--- src/core/t16pw_cfg.svh ---
`ifndef T16PW_CFG_SVH
`define T16PW_CFG_SVH

// Register word indices; byte address is four times the index.
`define T16PW_IX_CR1   6'h00
`define T16PW_IX_CR2   6'h01
`define T16PW_IX_SR    6'h02
`define T16PW_IX_IC1H  6'h03
`define T16PW_IX_IC1L  6'h04
`define T16PW_IX_OC1H  6'h05
`define T16PW_IX_OC1L  6'h06
`define T16PW_IX_OC2H  6'h07
`define T16PW_IX_OC2L  6'h08
`define T16PW_IX_CNTH  6'h09
`define T16PW_IX_CNTL  6'h0a
`define T16PW_IX_IC2H  6'h0b
`define T16PW_IX_IC2L  6'h0c
`define T16PW_IX_PWR   6'h0d
`define T16PW_IX_LSB   2
`define T16PW_IX_MSB   7

// Control one fields.
`define T16PW_CAPTURE_IRQ_ENABLE   7
`define T16PW_COMPARE_IRQ_ENABLE   6
`define T16PW_OVERFLOW_IRQ_ENABLE   5
`define T16PW_FOLV2  4
`define T16PW_FOLV1  3
`define T16PW_LEVEL_AFTER_MATCH_TWO  2
`define T16PW_CAPTURE_ONE_EDGE_SEL  1
`define T16PW_LEVEL_AFTER_MATCH_ONE  0
// Control two fields.
`define T16PW_COMPARE_ONE_PIN_ENABLE   7
`define T16PW_OC2E   6
`define T16PW_OPM    5
`define T16PW_PWM    4
`define T16PW_CC_MSB 3
`define T16PW_CC_LSB 2
`define T16PW_IEDG2  1
`define T16PW_EXEDG  0
// Flag register fields.
`define T16PW_F_CAPTURE_ONE_FLAG 4
`define T16PW_F_COMPARE_ONE_FLAG 3
`define T16PW_F_TOF  2
`define T16PW_F_CAPTURE_TWO_FLAG 1
`define T16PW_F_COMPARE_TWO_FLAG 0
// Power register fields.
`define T16PW_P_MASK 2

`define T16PW_CR_RST   8'h00
`define T16PW_OC_RST   16'h8000
`define T16PW_RELOAD   16'hfffc
`define T16PW_TRIG_CAP 16'hfffd
`define T16PW_CNT_TOP  16'hffff
`define T16PW_CC_DIV4  2'b00
`define T16PW_CC_DIV2  2'b01
`define T16PW_CC_DIV8  2'b10
`define T16PW_CC_EXT   2'b11
`define T16PW_LAST2    3'h1
`define T16PW_LAST4    3'h3
`define T16PW_LAST8    3'h7
`define T16PW_MSK2     3'h1
`define T16PW_MSK4     3'h3
`define T16PW_MSK8     3'h7
`endif

--- src/core/t16pw_pkg.sv ---
package t16pw_pkg;

    // Power state, Gray coded along run, wait, halt.
    typedef enum logic [1:0] {
        T16PW_RUN  = 2'b00,
        T16PW_WAIT = 2'b01,
        T16PW_HALT = 2'b11
    } t16pw_pwr_t;

    typedef struct packed {
        logic [7:0]  cr1;
        logic [7:0]  cr2;
        logic        capture_one_flag;
        logic        compare_one_flag;
        logic        overflow_flag;
        logic        capture_two_flag;
        logic        compare_two_flag;
        logic [4:0]  arm;
        logic [15:0] cnt;
        logic [15:0] ic1;
        logic [15:0] ic2;
        logic [15:0] oc1;
        logic [15:0] oc2;
        logic [2:0]  pre;
        logic        live;
        logic        cap1_q;
        logic        cap2_q;
        logic        ext_q;
        logic        ic1_inh;
        logic        ic2_inh;
        logic        oc1_inh;
        logic        oc2_inh;
        logic        harm1;
        logic        harm2;
        t16pw_pwr_t  pwr;
        logic        mask;
        logic        out1;
        logic        out2;
        logic        irq;
        logic        wake;
    } t16pw_core_t;

    typedef struct packed {
        logic        acc;
        logic        wr;
        logic [5:0]  idx;
        logic        ready;
        logic [31:0] rdata;
    } t16pw_bus_t;

endpackage

--- src/core/t16pw_reg_if.sv ---
`timescale 1ns/1ps
interface t16pw_reg_if;
    logic       acc;
    logic       wr;
    logic [5:0] idx;
    logic [7:0] wdata;
    logic [7:0] rdata;

    modport bus (output acc, output wr, output idx, output wdata, input rdata);
    modport core (input acc, input wr, input idx, input wdata, output rdata);
endinterface

--- src/core/t16pw_ahb.sv ---
`timescale 1ns/1ps
`include "t16pw_cfg.svh"
module t16pw_ahb (
    input  wire logic        clock,
    input  wire logic        rst,
    input  wire logic        hsel,
    input  wire logic [31:0] haddr,
    input  wire logic [1:0]  htrans,
    input  wire logic        hwrite,
    input  wire logic [31:0] hwdata,
    input  wire logic        hready,
    output logic      [31:0] hrdata,
    output logic             hreadyout,
    t16pw_reg_if.bus         rif
);
    import t16pw_pkg::*;

    t16pw_bus_t s;
    t16pw_bus_t n;

    // The access pulse falls in the first data-phase cycle; one wait state
    // lets the read data be registered before it is presented.
    always_comb begin
        n = s;
        n.acc = 1'b0;
        if (s.acc) begin
            n.rdata = {24'h0, rif.rdata};
            n.ready = 1'b1;
        end
        if (hsel && htrans[1] && hready) begin
            n.acc = 1'b1;
            n.wr = hwrite;
            n.idx = haddr[`T16PW_IX_MSB:`T16PW_IX_LSB];
            n.ready = 1'b0;
        end
    end

    always_ff @(posedge clock or posedge rst) begin
        if (rst) begin
            s <= '0;
            s.ready <= 1'b1;
        end else begin
            s <= n;
        end
    end

    assign rif.acc = s.acc;
    assign rif.wr = s.wr;
    assign rif.idx = s.idx;
    assign rif.wdata = hwdata[7:0];
    assign hrdata = s.rdata;
    assign hreadyout = s.ready;
endmodule

--- src/core/t16pw_timer.sv ---
// Added by the designer: the register offsets and register access over AHB-Lite.
`timescale 1ns/1ps
`include "t16pw_cfg.svh"
module t16pw_timer (
    input  wire logic        clock,
    input  wire logic        rst,
    input  wire logic        hsel,
    input  wire logic [31:0] haddr,
    input  wire logic [1:0]  htrans,
    input  wire logic        hwrite,
    input  wire logic [2:0]  hsize,
    input  wire logic [31:0] hwdata,
    input  wire logic        hready,
    output logic      [31:0] hrdata,
    output logic             hreadyout,
    output logic             hresp,
    input  wire logic        capture_one_pin,
    input  wire logic        capture_two_pin,
    input  wire logic        ext_clock_pin,
    input  wire logic        halt_wake,
    output logic             compare_one_pin,
    output logic             compare_one_pin_oe,
    output logic             compare_two_pin,
    output logic             compare_two_pin_oe,
    output logic             timer_irq,
    output logic             wake_req
);
    import t16pw_pkg::*;

    t16pw_core_t s;
    t16pw_core_t n;
    t16pw_reg_if rif ();

    t16pw_ahb u_ahb (
        .clock     (clock),
        .rst       (rst),
        .hsel      (hsel),
        .haddr     (haddr),
        .htrans    (htrans),
        .hwrite    (hwrite),
        .hwdata    (hwdata),
        .hready    (hready),
        .hrdata    (hrdata),
        .hreadyout (hreadyout),
        .rif       (rif)
    );

    function automatic logic t16pw_edge(input logic prev, input logic cur,
                                        input logic rise);
        return rise ? (!prev && cur) : (prev && !cur);
    endfunction

    function automatic logic [7:0] t16pw_byte(input logic [15:0] v, input logic hi);
        return hi ? v[15:8] : v[7:0];
    endfunction

    function automatic logic [4:0] t16pw_flags(input t16pw_core_t c);
        logic [4:0] f;
        f = '0;
        f[`T16PW_F_CAPTURE_ONE_FLAG] = c.capture_one_flag;
        f[`T16PW_F_COMPARE_ONE_FLAG] = c.compare_one_flag;
        f[`T16PW_F_TOF] = c.overflow_flag;
        f[`T16PW_F_CAPTURE_TWO_FLAG] = c.capture_two_flag;
        f[`T16PW_F_COMPARE_TWO_FLAG] = c.compare_two_flag;
        return f;
    endfunction

    always_comb begin
        logic       pwm;
        logic       single_pulse_select;
        logic       halted;
        logic       tick;
        logic       e1;
        logic       e2;
        logic       ex;
        logic       hit1;
        logic       hit2;
        logic       rd;
        logic       wr;
        logic [7:0] rdat;
        pwm = 1'b0;
        single_pulse_select = 1'b0;
        halted = 1'b0;
        tick = 1'b0;
        e1 = 1'b0;
        e2 = 1'b0;
        ex = 1'b0;
        hit1 = 1'b0;
        hit2 = 1'b0;
        rd = 1'b0;
        wr = 1'b0;
        rdat = 8'h00;
        n = s;
        n.wake = 1'b0;
        n.live = 1'b1;
        n.cap1_q = capture_one_pin;
        n.cap2_q = capture_two_pin;
        n.ext_q = ext_clock_pin;

        pwm = s.cr2[`T16PW_PWM];
        single_pulse_select = s.cr2[`T16PW_OPM] && !pwm;
        halted = (s.pwr == T16PW_HALT);
        e1 = s.live && t16pw_edge(s.cap1_q, capture_one_pin, s.cr1[`T16PW_CAPTURE_ONE_EDGE_SEL]);
        e2 = s.live && t16pw_edge(s.cap2_q, capture_two_pin, s.cr2[`T16PW_IEDG2]);
        ex = s.live && t16pw_edge(s.ext_q, ext_clock_pin, s.cr2[`T16PW_EXEDG]);

        // Timer tick from the prescaler or the external pin.
        if (!halted) begin
            n.pre = s.pre + 3'h1;
        end
        case (s.cr2[`T16PW_CC_MSB:`T16PW_CC_LSB])
            `T16PW_CC_DIV2: tick = (s.pre & `T16PW_MSK2) == `T16PW_LAST2;
            `T16PW_CC_DIV4: tick = (s.pre & `T16PW_MSK4) == `T16PW_LAST4;
            `T16PW_CC_DIV8: tick = (s.pre & `T16PW_MSK8) == `T16PW_LAST8;
            `T16PW_CC_EXT:  tick = ex;
            default:        tick = 1'b0;
        endcase
        tick = tick && !halted;

        // Software accesses come first so that hardware events win below.
        rd = rif.acc && !rif.wr;
        wr = rif.acc && rif.wr;
        case (rif.idx)
            `T16PW_IX_CR1: begin
                rdat = s.cr1;
                if (wr) begin
                    n.cr1 = rif.wdata;
                end
            end
            `T16PW_IX_CR2: begin
                rdat = s.cr2;
                if (wr) begin
                    n.cr2 = rif.wdata;
                end
            end
            `T16PW_IX_SR: begin
                rdat = {t16pw_flags(s), 3'h0};
                if (rd) begin
                    n.arm = t16pw_flags(s);
                end
            end
            `T16PW_IX_IC1H: begin
                rdat = t16pw_byte(s.ic1, 1'b1);
                if (rd) begin
                    n.ic1_inh = 1'b1;
                end
            end
            `T16PW_IX_IC1L: begin
                rdat = t16pw_byte(s.ic1, 1'b0);
                if (rd) begin
                    n.ic1_inh = 1'b0;
                end
                if (rif.acc && s.arm[`T16PW_F_CAPTURE_ONE_FLAG]) begin
                    n.capture_one_flag = 1'b0;
                    n.arm[`T16PW_F_CAPTURE_ONE_FLAG] = 1'b0;
                end
            end
            `T16PW_IX_IC2H: begin
                rdat = t16pw_byte(s.ic2, 1'b1);
                if (rd) begin
                    n.ic2_inh = 1'b1;
                end
            end
            `T16PW_IX_IC2L: begin
                rdat = t16pw_byte(s.ic2, 1'b0);
                if (rd) begin
                    n.ic2_inh = 1'b0;
                end
                if (rif.acc && s.arm[`T16PW_F_CAPTURE_TWO_FLAG]) begin
                    n.capture_two_flag = 1'b0;
                    n.arm[`T16PW_F_CAPTURE_TWO_FLAG] = 1'b0;
                end
            end
            `T16PW_IX_OC1H: begin
                rdat = t16pw_byte(s.oc1, 1'b1);
                if (wr) begin
                    n.oc1[15:8] = rif.wdata;
                    n.oc1_inh = 1'b1;
                end
            end
            `T16PW_IX_OC1L: begin
                rdat = t16pw_byte(s.oc1, 1'b0);
                if (wr) begin
                    n.oc1[7:0] = rif.wdata;
                    n.oc1_inh = 1'b0;
                end
                if (rif.acc && s.arm[`T16PW_F_COMPARE_ONE_FLAG]) begin
                    n.compare_one_flag = 1'b0;
                    n.arm[`T16PW_F_COMPARE_ONE_FLAG] = 1'b0;
                end
            end
            `T16PW_IX_OC2H: begin
                rdat = t16pw_byte(s.oc2, 1'b1);
                if (wr) begin
                    n.oc2[15:8] = rif.wdata;
                    n.oc2_inh = 1'b1;
                end
            end
            `T16PW_IX_OC2L: begin
                rdat = t16pw_byte(s.oc2, 1'b0);
                if (wr) begin
                    n.oc2[7:0] = rif.wdata;
                    n.oc2_inh = 1'b0;
                end
                if (rif.acc && s.arm[`T16PW_F_COMPARE_TWO_FLAG]) begin
                    n.compare_two_flag = 1'b0;
                    n.arm[`T16PW_F_COMPARE_TWO_FLAG] = 1'b0;
                end
            end
            `T16PW_IX_CNTH: begin
                rdat = t16pw_byte(s.cnt, 1'b1);
            end
            `T16PW_IX_CNTL: begin
                rdat = t16pw_byte(s.cnt, 1'b0);
                if (rif.acc && s.arm[`T16PW_F_TOF]) begin
                    n.overflow_flag = 1'b0;
                    n.arm[`T16PW_F_TOF] = 1'b0;
                end
            end
            `T16PW_IX_PWR: begin
                rdat = {5'h00, s.mask, s.pwr};
                if (wr) begin
                    n.mask = rif.wdata[`T16PW_P_MASK];
                    case (rif.wdata[1:0])
                        T16PW_WAIT: n.pwr = T16PW_WAIT;
                        T16PW_HALT: n.pwr = T16PW_HALT;
                        default:    n.pwr = T16PW_RUN;
                    endcase
                end
            end
            default: begin
                rdat = 8'h00;
            end
        endcase

        if (!halted) begin
            if (tick) begin
                n.cnt = s.cnt + 16'h0001;
                if (s.cnt == `T16PW_CNT_TOP) begin
                    n.overflow_flag = 1'b1;
                end
            end
            hit1 = tick && !s.oc1_inh && (s.cnt == s.oc1);
            hit2 = tick && !s.oc2_inh && (s.cnt == s.oc2);
            if (pwm) begin
                // Both compare flags stay untouched here.
                if (hit1) begin
                    n.out1 = s.cr1[`T16PW_LEVEL_AFTER_MATCH_ONE];
                end
                if (hit2) begin
                    n.out1 = s.cr1[`T16PW_LEVEL_AFTER_MATCH_TWO];
                    n.cnt = `T16PW_RELOAD;
                    n.capture_one_flag = 1'b1;
                end
            end else if (single_pulse_select) begin
                if (hit1) begin
                    n.out1 = s.cr1[`T16PW_LEVEL_AFTER_MATCH_ONE];
                end
                if (hit2) begin
                    n.compare_two_flag = 1'b1;
                end
                if (e1) begin
                    n.cnt = `T16PW_RELOAD;
                    n.out1 = s.cr1[`T16PW_LEVEL_AFTER_MATCH_TWO];
                    n.capture_one_flag = 1'b1;
                    n.ic1 = `T16PW_TRIG_CAP;
                end
            end else begin
                if (hit1) begin
                    n.compare_one_flag = 1'b1;
                    n.out1 = s.cr1[`T16PW_LEVEL_AFTER_MATCH_ONE];
                end
                if (hit2) begin
                    n.compare_two_flag = 1'b1;
                    n.out2 = s.cr1[`T16PW_LEVEL_AFTER_MATCH_TWO];
                end
                if (s.cr1[`T16PW_FOLV1]) begin
                    n.out1 = s.cr1[`T16PW_LEVEL_AFTER_MATCH_ONE];
                end
                if (s.cr1[`T16PW_FOLV2]) begin
                    n.out2 = s.cr1[`T16PW_LEVEL_AFTER_MATCH_TWO];
                end
                if (e1 && !s.ic1_inh) begin
                    n.capture_one_flag = 1'b1;
                    n.ic1 = s.cnt;
                end
            end
            if (e2 && !s.ic2_inh) begin
                n.capture_two_flag = 1'b1;
                n.ic2 = s.cnt;
            end
        end else begin
            // In halt the capture one pin is disconnected in the pulse modes; in run it is the one pulse trigger.
            if (e1 && !pwm && !single_pulse_select) begin
                n.harm1 = 1'b1;
            end
            if (e2) begin
                n.harm2 = 1'b1;
            end
            if (halt_wake) begin
                n.pwr = T16PW_RUN;
                n.harm1 = 1'b0;
                n.harm2 = 1'b0;
                if (s.harm1 || (e1 && !pwm && !single_pulse_select)) begin
                    n.capture_one_flag = 1'b1;
                    n.ic1 = s.cnt;
                end
                if (s.harm2 || e2) begin
                    n.capture_two_flag = 1'b1;
                    n.ic2 = s.cnt;
                end
            end
        end

        n.irq = !n.mask && (
            (n.cr1[`T16PW_CAPTURE_IRQ_ENABLE] && (n.capture_one_flag || n.capture_two_flag)) ||
            (n.cr1[`T16PW_COMPARE_IRQ_ENABLE] && (n.compare_one_flag || n.compare_two_flag)) ||
            (n.cr1[`T16PW_OVERFLOW_IRQ_ENABLE] && n.overflow_flag));
        if (s.pwr == T16PW_WAIT && n.pwr == T16PW_WAIT && n.irq) begin
            n.pwr = T16PW_RUN;
            n.wake = 1'b1;
        end
        rif.rdata = rdat;
    end

    always_ff @(posedge clock or posedge rst) begin
        if (rst) begin
            s <= '0;
            s.cr1 <= `T16PW_CR_RST;
            s.cr2 <= `T16PW_CR_RST;
            s.oc1 <= `T16PW_OC_RST;
            s.oc2 <= `T16PW_OC_RST;
            s.pwr <= T16PW_RUN;
        end else begin
            s <= n;
        end
    end

    assign compare_one_pin = s.out1;
    assign compare_one_pin_oe = s.cr2[`T16PW_COMPARE_ONE_PIN_ENABLE];
    assign compare_two_pin = s.out2;
    assign compare_two_pin_oe = s.cr2[`T16PW_OC2E];
    assign timer_irq = s.irq;
    assign wake_req = s.wake;
    assign hresp = 1'b0;
endmodule

--- config.mk ---
export PLATFORM = sky130hd
export DESIGN_NAME = t16pw_timer
export DESIGN_NICKNAME = d
export VERILOG_FILES = /design/src/core/t16pw_pkg.sv /design/src/core/t16pw_reg_if.sv /design/src/core/t16pw_ahb.sv /design/src/core/t16pw_timer.sv
export VERILOG_INCLUDE_DIRS = /design/src /design/src/core
export SDC_FILE = /design/constraint.sdc
export NUM_CORES = 1
export LEC_CHECK = 0
export ABC_AREA = 1
export BUFFER_PORTS_ARGS = -buffer_cell sky130_fd_sc_hd__buf_2
export CAP_MARGIN = 20
export CORE_MARGIN = 3
export CORE_UTILIZATION = 35
export CTS_CLUSTER_SIZE = 24
export DETAILED_ROUTE_END_ITERATION = 10
export SETUP_SLACK_MARGIN = 0.4
export SLEW_MARGIN = 15
export SYNTH_ARGS = -nofsm -noshare
export SYNTH_HDL_FRONTEND = slang
export SYNTH_SLANG_ARGS = --single-unit
--- constraint.sdc ---
create_clock -name clock -period 4.7 [get_ports clock]
set_input_delay 0.94 -clock clock [delete_from_list [all_inputs] [get_ports clock]]
set_output_delay 0.94 -clock clock [all_outputs]
set_load 0.05 [all_outputs]
Word level (Yosys, flattened, before mapping)
Index checks and enable logic that the tools add are counted.

word-level totals
  register bits = 143
  bits in writable memories = 0
  ROM bits = 0
  bits of input ports = 78
  latch bits = 0
  output and inout port bits = 40
  memories kept = 0

cells by class
  multiply operators = 0
  divide/modulo/power cells = 0
  reductions and logical operators = 92
  equal/unequal tests = 45
  multiplexer cells = 89
  add/sub/neg operators = 2
  shifts and indexed selects = 0
  magnitude comparators = 0
  bitwise gates (word level) = 3

operators by type and width
  operator                 count
  $mux W16                 10
  $pmux W8 S14             1
  $mux W32                 3
  $mux W1                  53
  $eq A6 B4 Y1 const B     6
  $logic_and A1 B1 Y1      34
  $mux W33                 1
  $eq A16 B16 Y1           2
  $ne A2 B2 Y1 const B     15
  $reduce_and A3 Y1        10
  $reduce_bool A2 Y1       14
  $eq A6 B3 Y1 const B     4
  $pmux W1 S2              9
  $add A16 B1 Y16 const B  1
  $eq A16 B16 Y1 const B   1
  $mux W8                  2
  $reduce_and A2 Y1        8
  $logic_not A1 Y1         15
  $eq A6 B2 Y1 const B     2
  $eq A2 B2 Y1 const B     5
  $mux W9                  1
  $eq A2 B1 Y1 const B     4
  $eq A6 B1 Y1 const B     1
  $logic_not A6 Y1         1
  16 further kinds         28

Depth between registers and ports, before layout
Gate-level depths: netlist (run 1).

  depth after elaboration = 19
  depth in mapped cells = 17
  gate-level depth less buffers = 17

By module
From an unflattened synthesis (run 1), not the netlist that was laid out.

unflattened totals
  cells, all modules = 980
  area total of the unflattened synthesis = 7654.8 um^2

by module, submodules not included
  module       instances  cells an instance  sequential area each (um^2)  area an instance (um^2)
  t16pw_timer  1          874                3155.5                       6710.2
  t16pw_ahb    1          106                426.7                        944.7

Least setup slack after synthesis (run 1)
Ideal clock, no wire load.

  path kind = input to register
  from = input capture_one_pin
  to = register s[70] (netlist name)
  stages on the path = 11
  library setup time = 0.141 ns
  data arrival time = 2.088 ns
  slack = 2.470 ns
  cell sequence = nor2_1 nor2_1 nor3b_2 nand2_1 o21ai_1 inv_1 nand2_1 nand2_1 inv_2 clkbuf_1 a31oi_1

between the ends
  longest elaborated chain between the ends = 9
  elaborated cells between the ends (all ways) = 13
  classes of those cells = eq/ne (2); mux (1); reduce/logical (10)

RTL lines
  what                               RTL line            text
  start: declaration                 t16pw_timer.sv:17   input wire logic capture_one_pin,
  $logic_not A1 Y1                   t16pw_timer.sv:50   return rise ? (!prev && cur) : (prev && !cur);
  $logic_and A1 B1 Y1                t16pw_timer.sv:50
  $mux W1 (*)                        t16pw_timer.sv:50
  $logic_and A1 B1 Y1 (*)            t16pw_timer.sv:103  e1 = s.live && t16pw_edge(s.cap1_q, capture_one_pin, s.cr1[`T16PW_CAPTURE_ONE_EDGE_SEL]);
  $logic_and A1 B1 Y1 (2 in series)  t16pw_timer.sv:304  if (s.harm1 || (e1 && !pwm && !single_pulse_select)) begin
  $logic_or A1 B1 Y1                 t16pw_timer.sv:304
  $ne A2 B1 Y1 (no line)             n/a
  $reduce_and A5 Y1 (no line) (*)    n/a
  end signal: assignment             t16pw_timer.sv:335  s <= n;
  end: declaration                   t16pw_timer.sv:30   t16pw_core_t s;

Every way passes the cells marked *; elsewhere a longest branch is shown, timed or not.
A chain may end at the register's enable or synchronous reset.

==> metrics.cfg, run 1 <==
[timing]
hold-worst-slack_ps = 473
timing.final.max_slew_violations = 0
finalSetupViolCount = 0
postLayoutSetupSlackWorst_ps = 1780
rsz0062_at_grt = no
max_freq_ghz = 0.343
fin_crit_ps = 2920
finalHoldViolations = 0
slew-limit-headroom_pct = 38.0
tns_ps = 0
finalCritPeriodShare_pct = 62.1
clock-skew-final_ps = 14.9
worst-slew-pin-transition_ps = 929

[setup_path]
r2r.worst_path.cells = 13
critPathCaptureType = flip-flop
critical_path.max_fanout = 33
startpoint_type_of_the_worst_setup_path = flip-flop
worst_r2r_startpoint = s[6]$_DFF_PP0_
timing.setup.critical_path_class = reg -> reg
regToRegEndpoint = wake_req$_DFF_PP0_
worst-endpoint-arrival_ps = 3250
reg2reg_slack_ps = 1780
critical_path_required_ps = 5030

[finish]
final_common_cell = nand2_1
drive_gt1_share_pct = 11.8
area_growth_syn_to_layout_pct = 12.7
layout_common_cells = nand2_1 (269), dfrtp_1 (140), o21ai_0 (113), inv_1 (107), nor2_1 (62)
num_antenna_cells = 0
design.final.nets = 1086

[pwr]
portion_of_total_power_attributed_to_sequential_cells_pct = 40.6
power.ir.vdd_worst_mv = 0.228
p_per_area_nw_per_um2 = 599
cellLeakagePower_nw = 4.25
relative_contribution_of_combinational_cells_to_total_power_pct = 31.9
clockPowerShare_pct = 27.5
net-switching-power_mw = 2.12
p_int_mw = 2.96
power.switching_fraction_pct = 41.8

[clock_tree]
cts.repair_timing.setup_buffer_count = 0
cts.root.buffer_cell = clkbuf_16
clock_tree.buffer_depth = 2
clk_pin_slew_worst_paths_ps = 60
hold_buffers = 0
clock-sinks = 143
clock_latency_ps = 440
tritoncts = done
cts.repair.resized = 0
htreeDepth = 4
cts_made_buffers = 17

[yosys]
postSynth.asyncResetShare_pct = 100
number_of_instances_in_the_synthesized_netlist = 974
synth.yosys.seq_area_share_pct = 47.6
netlist_area_um2 = 7520
synthDominantAreaCellType = dfrtp_1
synth_edf_count = 0
yosysUniqueCellTypes = 45
synth.avg_cell_area_um2 = 7.72
synth.top_cells.by_area = dfrtp_1 (47%), nand2_1 (13%), o21ai_0 (7.5%)
netlist.area_leader.share_pct = 46.6
synth.ff_latch_count = 143
dominantRegCellSynth = dfrtp_1
synth.yosys.warnings = 0

[routing]
postRouteWirelength_mm = 23.7
drt-vias-per-instance = 5.25
post_drt_wl_per_cell_um = 18.4
num_vias = 6759
drc = 0
detail_route.iter0.violations = 703
detail-route-antenna-nets = 0
drt-pass1-iter-count = 5

[placement]
place.gp.congestion = 0.976
port-buffer-count = 38
hpwlAfterDp_mm = 17.3
preCtsSetupSlack_ps = 1680

[min_path]
worstHoldPathCells = 2
hold_endpoint = u_ahb.hrdata[1]$_DFFE_PP0P_
worst_hold_path_type = reg -> reg
hold_path_startpoint = u_ahb.hrdata[1]$_DFFE_PP0P_

[run]
count_of_max_cap_constraint_violations = 0

[global_routing]
grt_remaining_overflow = 0
grt_total_usage_pct = 20.5
grt_antenna_before_repair = 0
grt_start_max_net_pins = 144
grt_pass1_wl_mm = 37.0
first_global_vias = 6193

[die]
floorplan.initialDensity_pct = 36.4
floorplan.rows = 52
core_area_um2 = 20700
io-pin-count = 118
floorplan.die.height_um = 153
horiz_die_dim_um = 153
design.die.area_um2 = 23300

[status]
status = completed

kinds of logic after synthesis:
kind of cell               Yosys count  synth area share [%]
other                                2                0.0999
adders and majority gates            3                 0.499
buffers and inverters              182                  10.5
and+or+nand+nor                    408                  22.9
xor gates and xnor gates            11                  1.28
DFF                                143                  47.6
AOI/OAI and AO/OA                  224                  16.9
muxes                                1                 0.133
worst max path at each step:
stage	from	end	slack, ps	cells after the start
floorplan	rst	compare_one_pin$_DFFE_PP0N_	1970	1
global placement	ext_clock_pin	s[5]$_DFF_PP0_	1710	15
detailed placement	ext_clock_pin	s[5]$_DFF_PP0_	1680	14
CTS	s[6]$_DFF_PP0_	wake_req$_DFF_PP0_	1850	13
global route	s[98]$_DFFE_PP0N_	s[5]$_DFF_PP0_	1590	16
finish	s[6]$_DFF_PP0_	wake_req$_DFF_PP0_	1780	13
flip-flops by register name (all words and copies together) (netlist names):
name / cells
u_ahb.hrdata: 8
wake_req: 1
compare_two_pin: 1
compare_one_pin_oe: 1
u_ahb.hreadyout: 1
compare_two_pin_oe: 1
s: 120
u_ahb.rif.wr: 1
timer_irq: 1
u_ahb.rif.acc: 1
u_ahb.rif.idx: 6
compare_one_pin: 1
worst max-delay path, stage by stage, from the launching register on:
cell and delay, ps:
dfrtp_1 420, nand2_1 470, inv_2 300, nand2_1 300, o21ai_0 130, nand2_1 90
buf_4 330, nand2_1 110, inv_1 100, nand3_1 180, nand2_1 160, nand2_1 70
nand3_1 90, inv_1 50
power groups by stage:
| stage | combinational (mW) | clock (mW) | sequential (mW) |
|---|---|---|---|
| global route | 1.82 | 1.47 | 2.11 |
| global placement | 1.59 | 0 | 2.06 |
| detailed placement | 1.61 | 0 | 2.06 |
| CTS | 1.61 | 1.41 | 2.05 |
| finish | 1.62 | 1.40 | 2.06 |
| floorplan | 1.12 | 0 | 2.02 |
per-layer routing:
| metal | wire, um | GRT usage, % |
|---|---|---|
| met1 | 10800 | 29.1 |
| met3 | 2120 | 5.85 |
| met5 | 0 | 0 |
| met4 | 682 | 7.17 |
| met2 | 10100 | 30.1 |
layout make-up:
type                            count  area [um^2]
Clock buffer                       19          453
Fill cell                        2162        12200
Sequential cell                   143         3580
Inverter                          129          488
Timing Repair Buffer               41          225
Multi-Input combinational cell    673         3240
Tap cell                          270          338
Clock inverter                     13          150
cells in the mapped netlist, types with 2 or more instances:
cell type	number
nand2_1	269
dfrtp_1	140
o21ai_0	113
inv_1	108
nor2_1	62
a21oi_1	35
buf_4	25
nand3_1	25
inv_2	21
clkbuf_1	19
nand4_1	14
o21ai_1	13
a31oi_1	12
o22ai_1	12
nor3_1	11
buf_2	9
a221oi_1	8
nor2_2	8
o2111ai_1	6
xnor2_1	6
a22oi_1	5
xor2_1	5
a211oi_1	4
nor4_1	4
a21o_1	3
a22o_1	3
dfstp_2	3
ha_1	3
nor3_2	3
o21a_1	3
or2_2	3
conb_1	2
nand2_2	2
nand3b_1	2
nor2_4	2
o211ai_1	2
metrics by stage:
| stage | util (%) | std cells | cell area (um^2) | total power [mW] |
|---|---|---|---|---|
| after floorplan | - | 998 | 7610 | 3.14 |
| after global placement | 38.1 | 1256 | 7870 | 3.65 |
| after detailed placement | 38.1 | 1256 | 7870 | 3.67 |
| after CTS | 41.0 | 1288 | 8480 | 5.07 |
| after global routing | 41.0 | 1288 | 8480 | 5.40 |
| final | 41.0 | 1288 | 8480 | 5.08 |
Note: power is estimated with default switching activity, not from simulation.
==> inputs of run 2 (changes only) <==
==> constraint.sdc (replaced) <==
create_clock -name clock -period 2.6 [get_ports clock]
set_input_delay 0.52 -clock clock [delete_from_list [all_inputs] [get_ports clock]]
set_output_delay 0.52 -clock clock [all_outputs]
set_load 0.05 [all_outputs]
==> run 2 against run 1 <==
Sequential power is 80% higher. First-iteration DRC count decreased by 12%. Clock skew fell by 2.3 ps. Via count rose by 1.2%. Sequential share of layout area is 2.0 points lower. Critical path type unchanged.
==> metrics.cfg, run 2 (synthesized netlist as in run 1, its figures left out) <==
[pwr]
clockPowerShare_pct = 27.1  ; -0.4 points
portion_of_total_power_attributed_to_sequential_cells_pct = 38.9  ; -1.7 points
net-switching-power_mw = 3.91  ; +84%
power.switching_fraction_pct = 41.1  ; -0.69 points
power.ir.vdd_worst_mv = 0.504  ; +120%
p_per_area_nw_per_um2 = 1070  ; +78%
relative_contribution_of_combinational_cells_to_total_power_pct = 34.0  ; +2.1 points
p_int_mw = 5.60  ; +90%
cellLeakagePower_nw = 4.45  ; +4.8%

[finish]
number_of_fillers_in_the_final_layout = 2110  ; -2.4%
drive_gt1_share_pct = 17.7  ; +5.9 points
final_common_cell = nand2_1
largest_register_ff_count = 120  ; unchanged
most_flop_heavy_register = s
num_antenna_cells = 0  ; unchanged
multi_input_area_um2 = 3370  ; +4.1%
layout_common_cells = nand2_1 (265), dfrtp_1 (135), o21ai_0 (111), inv_1 (104), nor2_1 (58)
seqCellArea_um2 = 3590  ; +0.17%
area_growth_syn_to_layout_pct = 18.5
design.final.nets = 1123  ; +3.4%

[timing]
rsz0062_at_grt = yes
tns_ps = 0  ; unchanged
finalCritPeriodShare_pct = 85.2  ; +23 points
finalSetupViolCount = 0  ; unchanged
max_freq_ghz = 0.451  ; +32%
timing.final.max_slew_violations = 0  ; unchanged
clock-skew-final_ps = 12.6  ; -2.30 ps
finalHoldViolations = 0  ; unchanged
worst-slew-pin-transition_ps = 578  ; -352 ps
slew-limit-headroom_pct = 61.1  ; +23 points
fin_crit_ps = 2220  ; -704 ps
postLayoutSetupSlackWorst_ps = 384  ; -1400 ps

[routing]
detail_route.iter0.violations = 616  ; -12%
drc = 0  ; unchanged
num_vias = 6837  ; +1.2%
postRouteWirelength_mm = 24.5  ; +3.1%
drt-pass1-iter-count = 5  ; unchanged
detail-route-antenna-nets = 0  ; unchanged
post_drt_wl_per_cell_um = 18.5  ; +0.22%
drt-vias-per-instance = 5.16  ; -1.7%

[clock_tree]
clk_pin_slew_worst_paths_ps = 60  ; about the same
clock_latency_ps = 430  ; about the same
hold_buffers = 0  ; unchanged
tritoncts = done
clock-sinks = 143  ; unchanged
htreeDepth = 4  ; unchanged
cts.root.buffer_cell = clkbuf_16
clock_tree.buffer_depth = 2  ; unchanged
cts_made_buffers = 17  ; unchanged

[global_routing]
grt_start_max_net_pins = 76  ; -47%
grt_total_usage_pct = 20.5  ; -0.058 points
grt_pass1_wl_mm = 37.0  ; +0.21%
first_global_vias = 6378  ; +3.0%
grt_antenna_before_repair = 0  ; unchanged
grt_remaining_overflow = 0  ; unchanged

[die]
io-pin-count = 118  ; unchanged
floorplan.die.height_um = 153  ; unchanged
horiz_die_dim_um = 153  ; unchanged
design.die.area_um2 = 23300  ; unchanged
floorplan.initialDensity_pct = 36.4  ; unchanged
floorplan.rows = 52  ; unchanged
core_area_um2 = 20700  ; unchanged

[setup_path]
worst-endpoint-arrival_ps = 2530  ; -720 ps
timing.setup.critical_path_class = reg -> reg
regToRegEndpoint = u_ahb.hrdata[1]$_DFFE_PP0P_
startpoint_type_of_the_worst_setup_path = flip-flop
cp_num_buf_inv = 2  ; -2
slowest_stage = a221oi_1
r2r.worst_path.cells = 9  ; -4
critical_path.max_fanout = 6  ; -82%
critical_path_required_ps = 2910  ; -2120 ps
critPathCaptureType = flip-flop
worst_path_dominant_cell_family = simple AND/OR/NAND/NOR gates
crit_path_cell_trace = inv_1 > nand2_1 > nor2_1 > nand2_1 > inv_1 > a221oi_1 > nand4_1 > nand2_1 > nand2_1
critical_path.most_common_cell = nand2_1
critical_path.max_stage_delay_ps = 440  ; -30 ps
worst_r2r_startpoint = u_ahb.rif.idx[1]$_DFFE_PP0P_
reg2reg_slack_ps = 380  ; -1400 ps

[placement]
place.gp.congestion = 0.987  ; +1.1%
port-buffer-count = 38  ; unchanged
hpwlAfterDp_mm = 18.3  ; +5.4%
preCtsSetupSlack_ps = 361  ; -1320 ps

[status]
status = completed

[min_path]
worst_hold_path_type = in -> async

[run]
count_of_max_cap_constraint_violations = 0  ; unchanged

-- run 2: how the worst max path moves through the flow --
stage	start	to	slack (ps)	cells after the start
floorplan	rst	compare_one_pin$_DFFE_PP0N_	290	1
global placement	s[17]$_DFFE_PP0N_	s[5]$_DFF_PP0_	370	16
detailed placement	capture_one_pin	s[83]$_DFFE_PP0P_	360	12
CTS	u_ahb.rif.idx[5]$_DFFE_PP0P_	s[5]$_DFF_PP0_	390	10
global route	u_ahb.rif.idx[1]$_DFFE_PP0P_	s[5]$_DFF_PP0_	280	12
finish	u_ahb.rif.idx[1]$_DFFE_PP0P_	u_ahb.hrdata[1]$_DFFE_PP0P_	380	9
-- run 2: area by class of cell --
| type | instances | area share, % |
|---|---|---|
| clock inverter | 12 | 1.77 |
| clock buffer | 20 | 5.12 |
| tap | 270 | 3.79 |
| timing repair buffer | 78 | 5.66 |
| sequential | 143 | 40.3 |
| inverter | 129 | 5.57 |
| multi-input combinational | 673 | 37.8 |
-- run 2: timing repair --
action / 4_1_cts / 5_1_grt
endpoints found under the setup margin: 4 / 30
gates cloned: 0 / 1
buffers inserted: 0 / 10
gates resized for setup: 5 / 39
pin swaps: 0 / 10
-- run 2: stage by stage --
stage	utilization (%)	std cells	hold WS, ps	instance area, um^2	power, mW
after detailed placement	39.0	1282	469	8070	6.69
final	43.1	1325	222	8910	9.52
after CTS	42.0	1314	217	8700	9.29
after global placement	39.0	1282	466	8070	6.63
after floorplan	-	998	443	7610	5.68
after global routing	43.1	1325	220	8910	10.1
-- run 2: worst min-delay path, delay by kind of cell --
| family | cells | cell delay (ps) |
|---|---|---|
| buffers and inverters | 3 | 490 |
-- run 2: routing by layer --
metal  track usage (%)  vias up  wire length [um]
li1                  -     3276                 -
met1              28.9     3223             10800
met2              30.5      296             11000
met3              5.71       42              2130
met4              6.58        0               494
met5                 0        -                 0
-- run 2: power by group through the flow --
stage          registers (mW)  clock network [mW]  logic (mW)
2_1_floorplan            3.66                   0        2.03
3_3_place_gp             3.67                   0        2.96
3_5_place_dp             3.68                   0        3.01
4_1_cts                  3.65                2.61        3.04
5_1_grt                  3.78                2.70        3.60
6_report                 3.71                2.57        3.24
==> inputs of run 3 (changes only) <==
--- a/config.mk
+++ b/config.mk
@@ -13,6 +13,7 @@
 export CORE_UTILIZATION = 35
 export CTS_CLUSTER_SIZE = 24
 export DETAILED_ROUTE_END_ITERATION = 10
+export GPL_TIMING_DRIVEN = 0
 export SETUP_SLACK_MARGIN = 0.4
 export SLEW_MARGIN = 15
 export SYNTH_ARGS = -nofsm -noshare
==> run 3 against run 2 <==
Clock-buffer cell count decreased by 2. Critical path depth unchanged. Global-route usage increased by 1.2 points. Clock power about the same. First-iteration DRC count increased by 32%. Clock skew decreased by 0.94 ps. Setup slack improved by 19 ps. Non-clock buffer count increased by 32. Via count increased by 3.0%. Largest cell class unchanged. Routed wire length increased by 3.5%. Final cell count increased by 2.4%. Total power increased by 1.7%.
==> metrics.cfg, run 3 (synthesized netlist as in run 1, its figures left out) <==
[placement]
port-buffer-count = 38  ; unchanged
preCtsSetupSlack_ps = 94.6  ; -266 ps
hpwlAfterDp_mm = 19.2  ; +4.9%
place.gp.congestion = 0.988  ; +0.10%

[pwr]
p_int_mw = 5.63  ; +0.40%
fin_total_pwr_mw = 9.68  ; +1.7%
power.ir.vdd_worst_mv = 0.481  ; -4.7%
portion_of_total_power_attributed_to_sequential_cells_pct = 37.8  ; -1.1 points
relative_contribution_of_combinational_cells_to_total_power_pct = 35.6  ; +1.6 points
power.switching_fraction_pct = 41.9  ; +0.78 points
clockPowerShare_pct = 26.7  ; -0.4 points
p_per_area_nw_per_um2 = 1050  ; -1.6%
cellLeakagePower_nw = 4.59  ; +3.0%
net-switching-power_mw = 4.06  ; +3.7%

[run]
count_of_max_cap_constraint_violations = 0  ; unchanged

[finish]
largest_register_ff_count = 120  ; unchanged
final_common_cell = nand2_1
layout_common_cells = nand2_1 (256), dfrtp_1 (133), o21ai_0 (109), inv_1 (100), nor2_1 (50)
num_antenna_cells = 0  ; unchanged
area_growth_syn_to_layout_pct = 22.5
design.final.nets = 1155  ; +2.8%
most_flop_heavy_register = s
drive_gt1_share_pct = 20.8  ; +3.1 points

[setup_path]
startpoint_type_of_the_worst_setup_path = flip-flop
r2r.worst_path.cells = 9  ; unchanged
worst-endpoint-arrival_ps = 2510  ; -20 ps
critical_path.max_fanout = 6  ; unchanged
timing.setup.critical_path_class = reg -> reg
critPathCaptureType = flip-flop
reg2reg_slack_ps = 400  ; +20 ps
critical_path_required_ps = 2910  ; about the same

[timing]
rsz0062_at_grt = yes
slew-limit-headroom_pct = 60.3  ; -0.80 points
finalHoldViolations = 0  ; unchanged
max_freq_ghz = 0.455  ; +0.87%
clock-skew-final_ps = 11.7  ; -0.944 ps
worst-slew-pin-transition_ps = 589  ; +11.8 ps
fin_crit_ps = 2200  ; -19.1 ps
postLayoutSetupSlackWorst_ps = 403  ; +19.1 ps
finalCritPeriodShare_pct = 84.5  ; -0.74 points
tns_ps = 0  ; unchanged
timing.final.max_slew_violations = 0  ; unchanged
hold-worst-slack_ps = 78.9  ; -143 ps
finalSetupViolCount = 0  ; unchanged

[routing]
drt-pass1-iter-count = 6  ; +1
drc = 0  ; unchanged
postRouteWirelength_mm = 25.3  ; +3.5%
num_vias = 7044  ; +3.0%
drt-vias-per-instance = 5.19  ; +0.60%
detail-route-antenna-nets = 0  ; unchanged
detail_route.iter0.violations = 812  ; +32%
post_drt_wl_per_cell_um = 18.7  ; +1.1%

[die]
io-pin-count = 118  ; unchanged
horiz_die_dim_um = 153  ; unchanged
floorplan.rows = 52  ; unchanged
floorplan.die.height_um = 153  ; unchanged
floorplan.initialDensity_pct = 36.4  ; unchanged
core_area_um2 = 20700  ; unchanged
design.die.area_um2 = 23300  ; unchanged

[clock_tree]
tritoncts = done
hold_buffers = 0  ; unchanged
clk_pin_slew_worst_paths_ps = 60  ; about the same
clock_latency_ps = 440  ; about the same
cts.root.buffer_cell = clkbuf_16
clock-sinks = 143  ; unchanged
clock_tree.buffer_depth = 2  ; unchanged
cts_made_buffers = 17  ; unchanged
htreeDepth = 4  ; unchanged

[global_routing]
grt_total_usage_pct = 21.6  ; +1.2 points
grt_antenna_before_repair = 0  ; unchanged
grt_remaining_overflow = 0  ; unchanged
grt_start_max_net_pins = 34  ; -55%
first_global_vias = 6536  ; +2.5%
grt_pass1_wl_mm = 38.8  ; +4.8%

[min_path]
worst_hold_path_type = in -> async

[status]
status = completed

## run 3: stage by stage
stage                     util, %  instances  instance area [um^2]
after detailed placement     39.8       1311                  8240
after global routing         44.5       1357                  9220
after floorplan                 -        998                  7610
after CTS                    43.3       1347                  8950
final                        44.5       1357                  9220
after global placement       39.4       1306                  8140
## run 3: timing repair
action / CTS / global route
resized for setup: 24 / 67
pin swaps: 2 / 16
setup endpoints to repair: 53 / 75
hold endpoints to repair: 0 / 0
setup buffers: 4 / 10
cloned: 0 / 0
## run 3: final cells by class
class,count,area [um^2]
Fill cell,2145,11500
Sequential cell,143,3590
Multi-Input combinational cell,673,3460
Inverter,129,499
Clock buffer,18,429
Timing Repair Buffer,57,395
Tap cell,270,338
Buffer,53,327
Clock inverter,14,179
## run 3: power by group through the flow
stage	Sequential, mW	Clock (mW)	Combinational [mW]
2_1_floorplan	3.66	0	2.03
5_1_grt	3.73	2.71	3.82
6_report	3.66	2.58	3.44
3_3_place_gp	3.62	0	3.03
3_5_place_dp	3.63	0	3.09
4_1_cts	3.61	2.61	3.17
## run 3: worst max-delay path: stages (launching register included)
cell and delay, ps:
dfrtp_1 390, inv_1 70, nand2_1 150, nor2_2 100
nand2_2 210, inv_1 150, a221oi_1 520, nand4_1 290
nand2_1 150, nand2_1 60
## run 3: path summary, 6_finish.rpt
| kind | start | end |
|---|---|---|
| hold reg to reg | s[69]$_DFFE_PP0P_ | s[69]$_DFFE_PP0P_ |
| setup / recovery | u_ahb.rif.idx[1]$_DFFE_PP0P_ | u_ahb.hrdata[1]$_DFFE_PP0P_ |
| min in group clock | capture_two_pin | s[14]$_DFF_PP0_ |
| setup reg to reg | u_ahb.rif.idx[1]$_DFFE_PP0P_ | u_ahb.hrdata[1]$_DFFE_PP0P_ |
| hold / removal | rst | s[72]$_DFFE_PP0P_ |
| max in group asynchronous | rst | s[51]$_DFFE_PP1P_ |
## run 3: metal layers
metal,share of wire [%],global-route usage (%)
met5,0,0
met3,9.3,6.02
met2,43,31.4
met4,3.0,8.06
met1,44,30.9
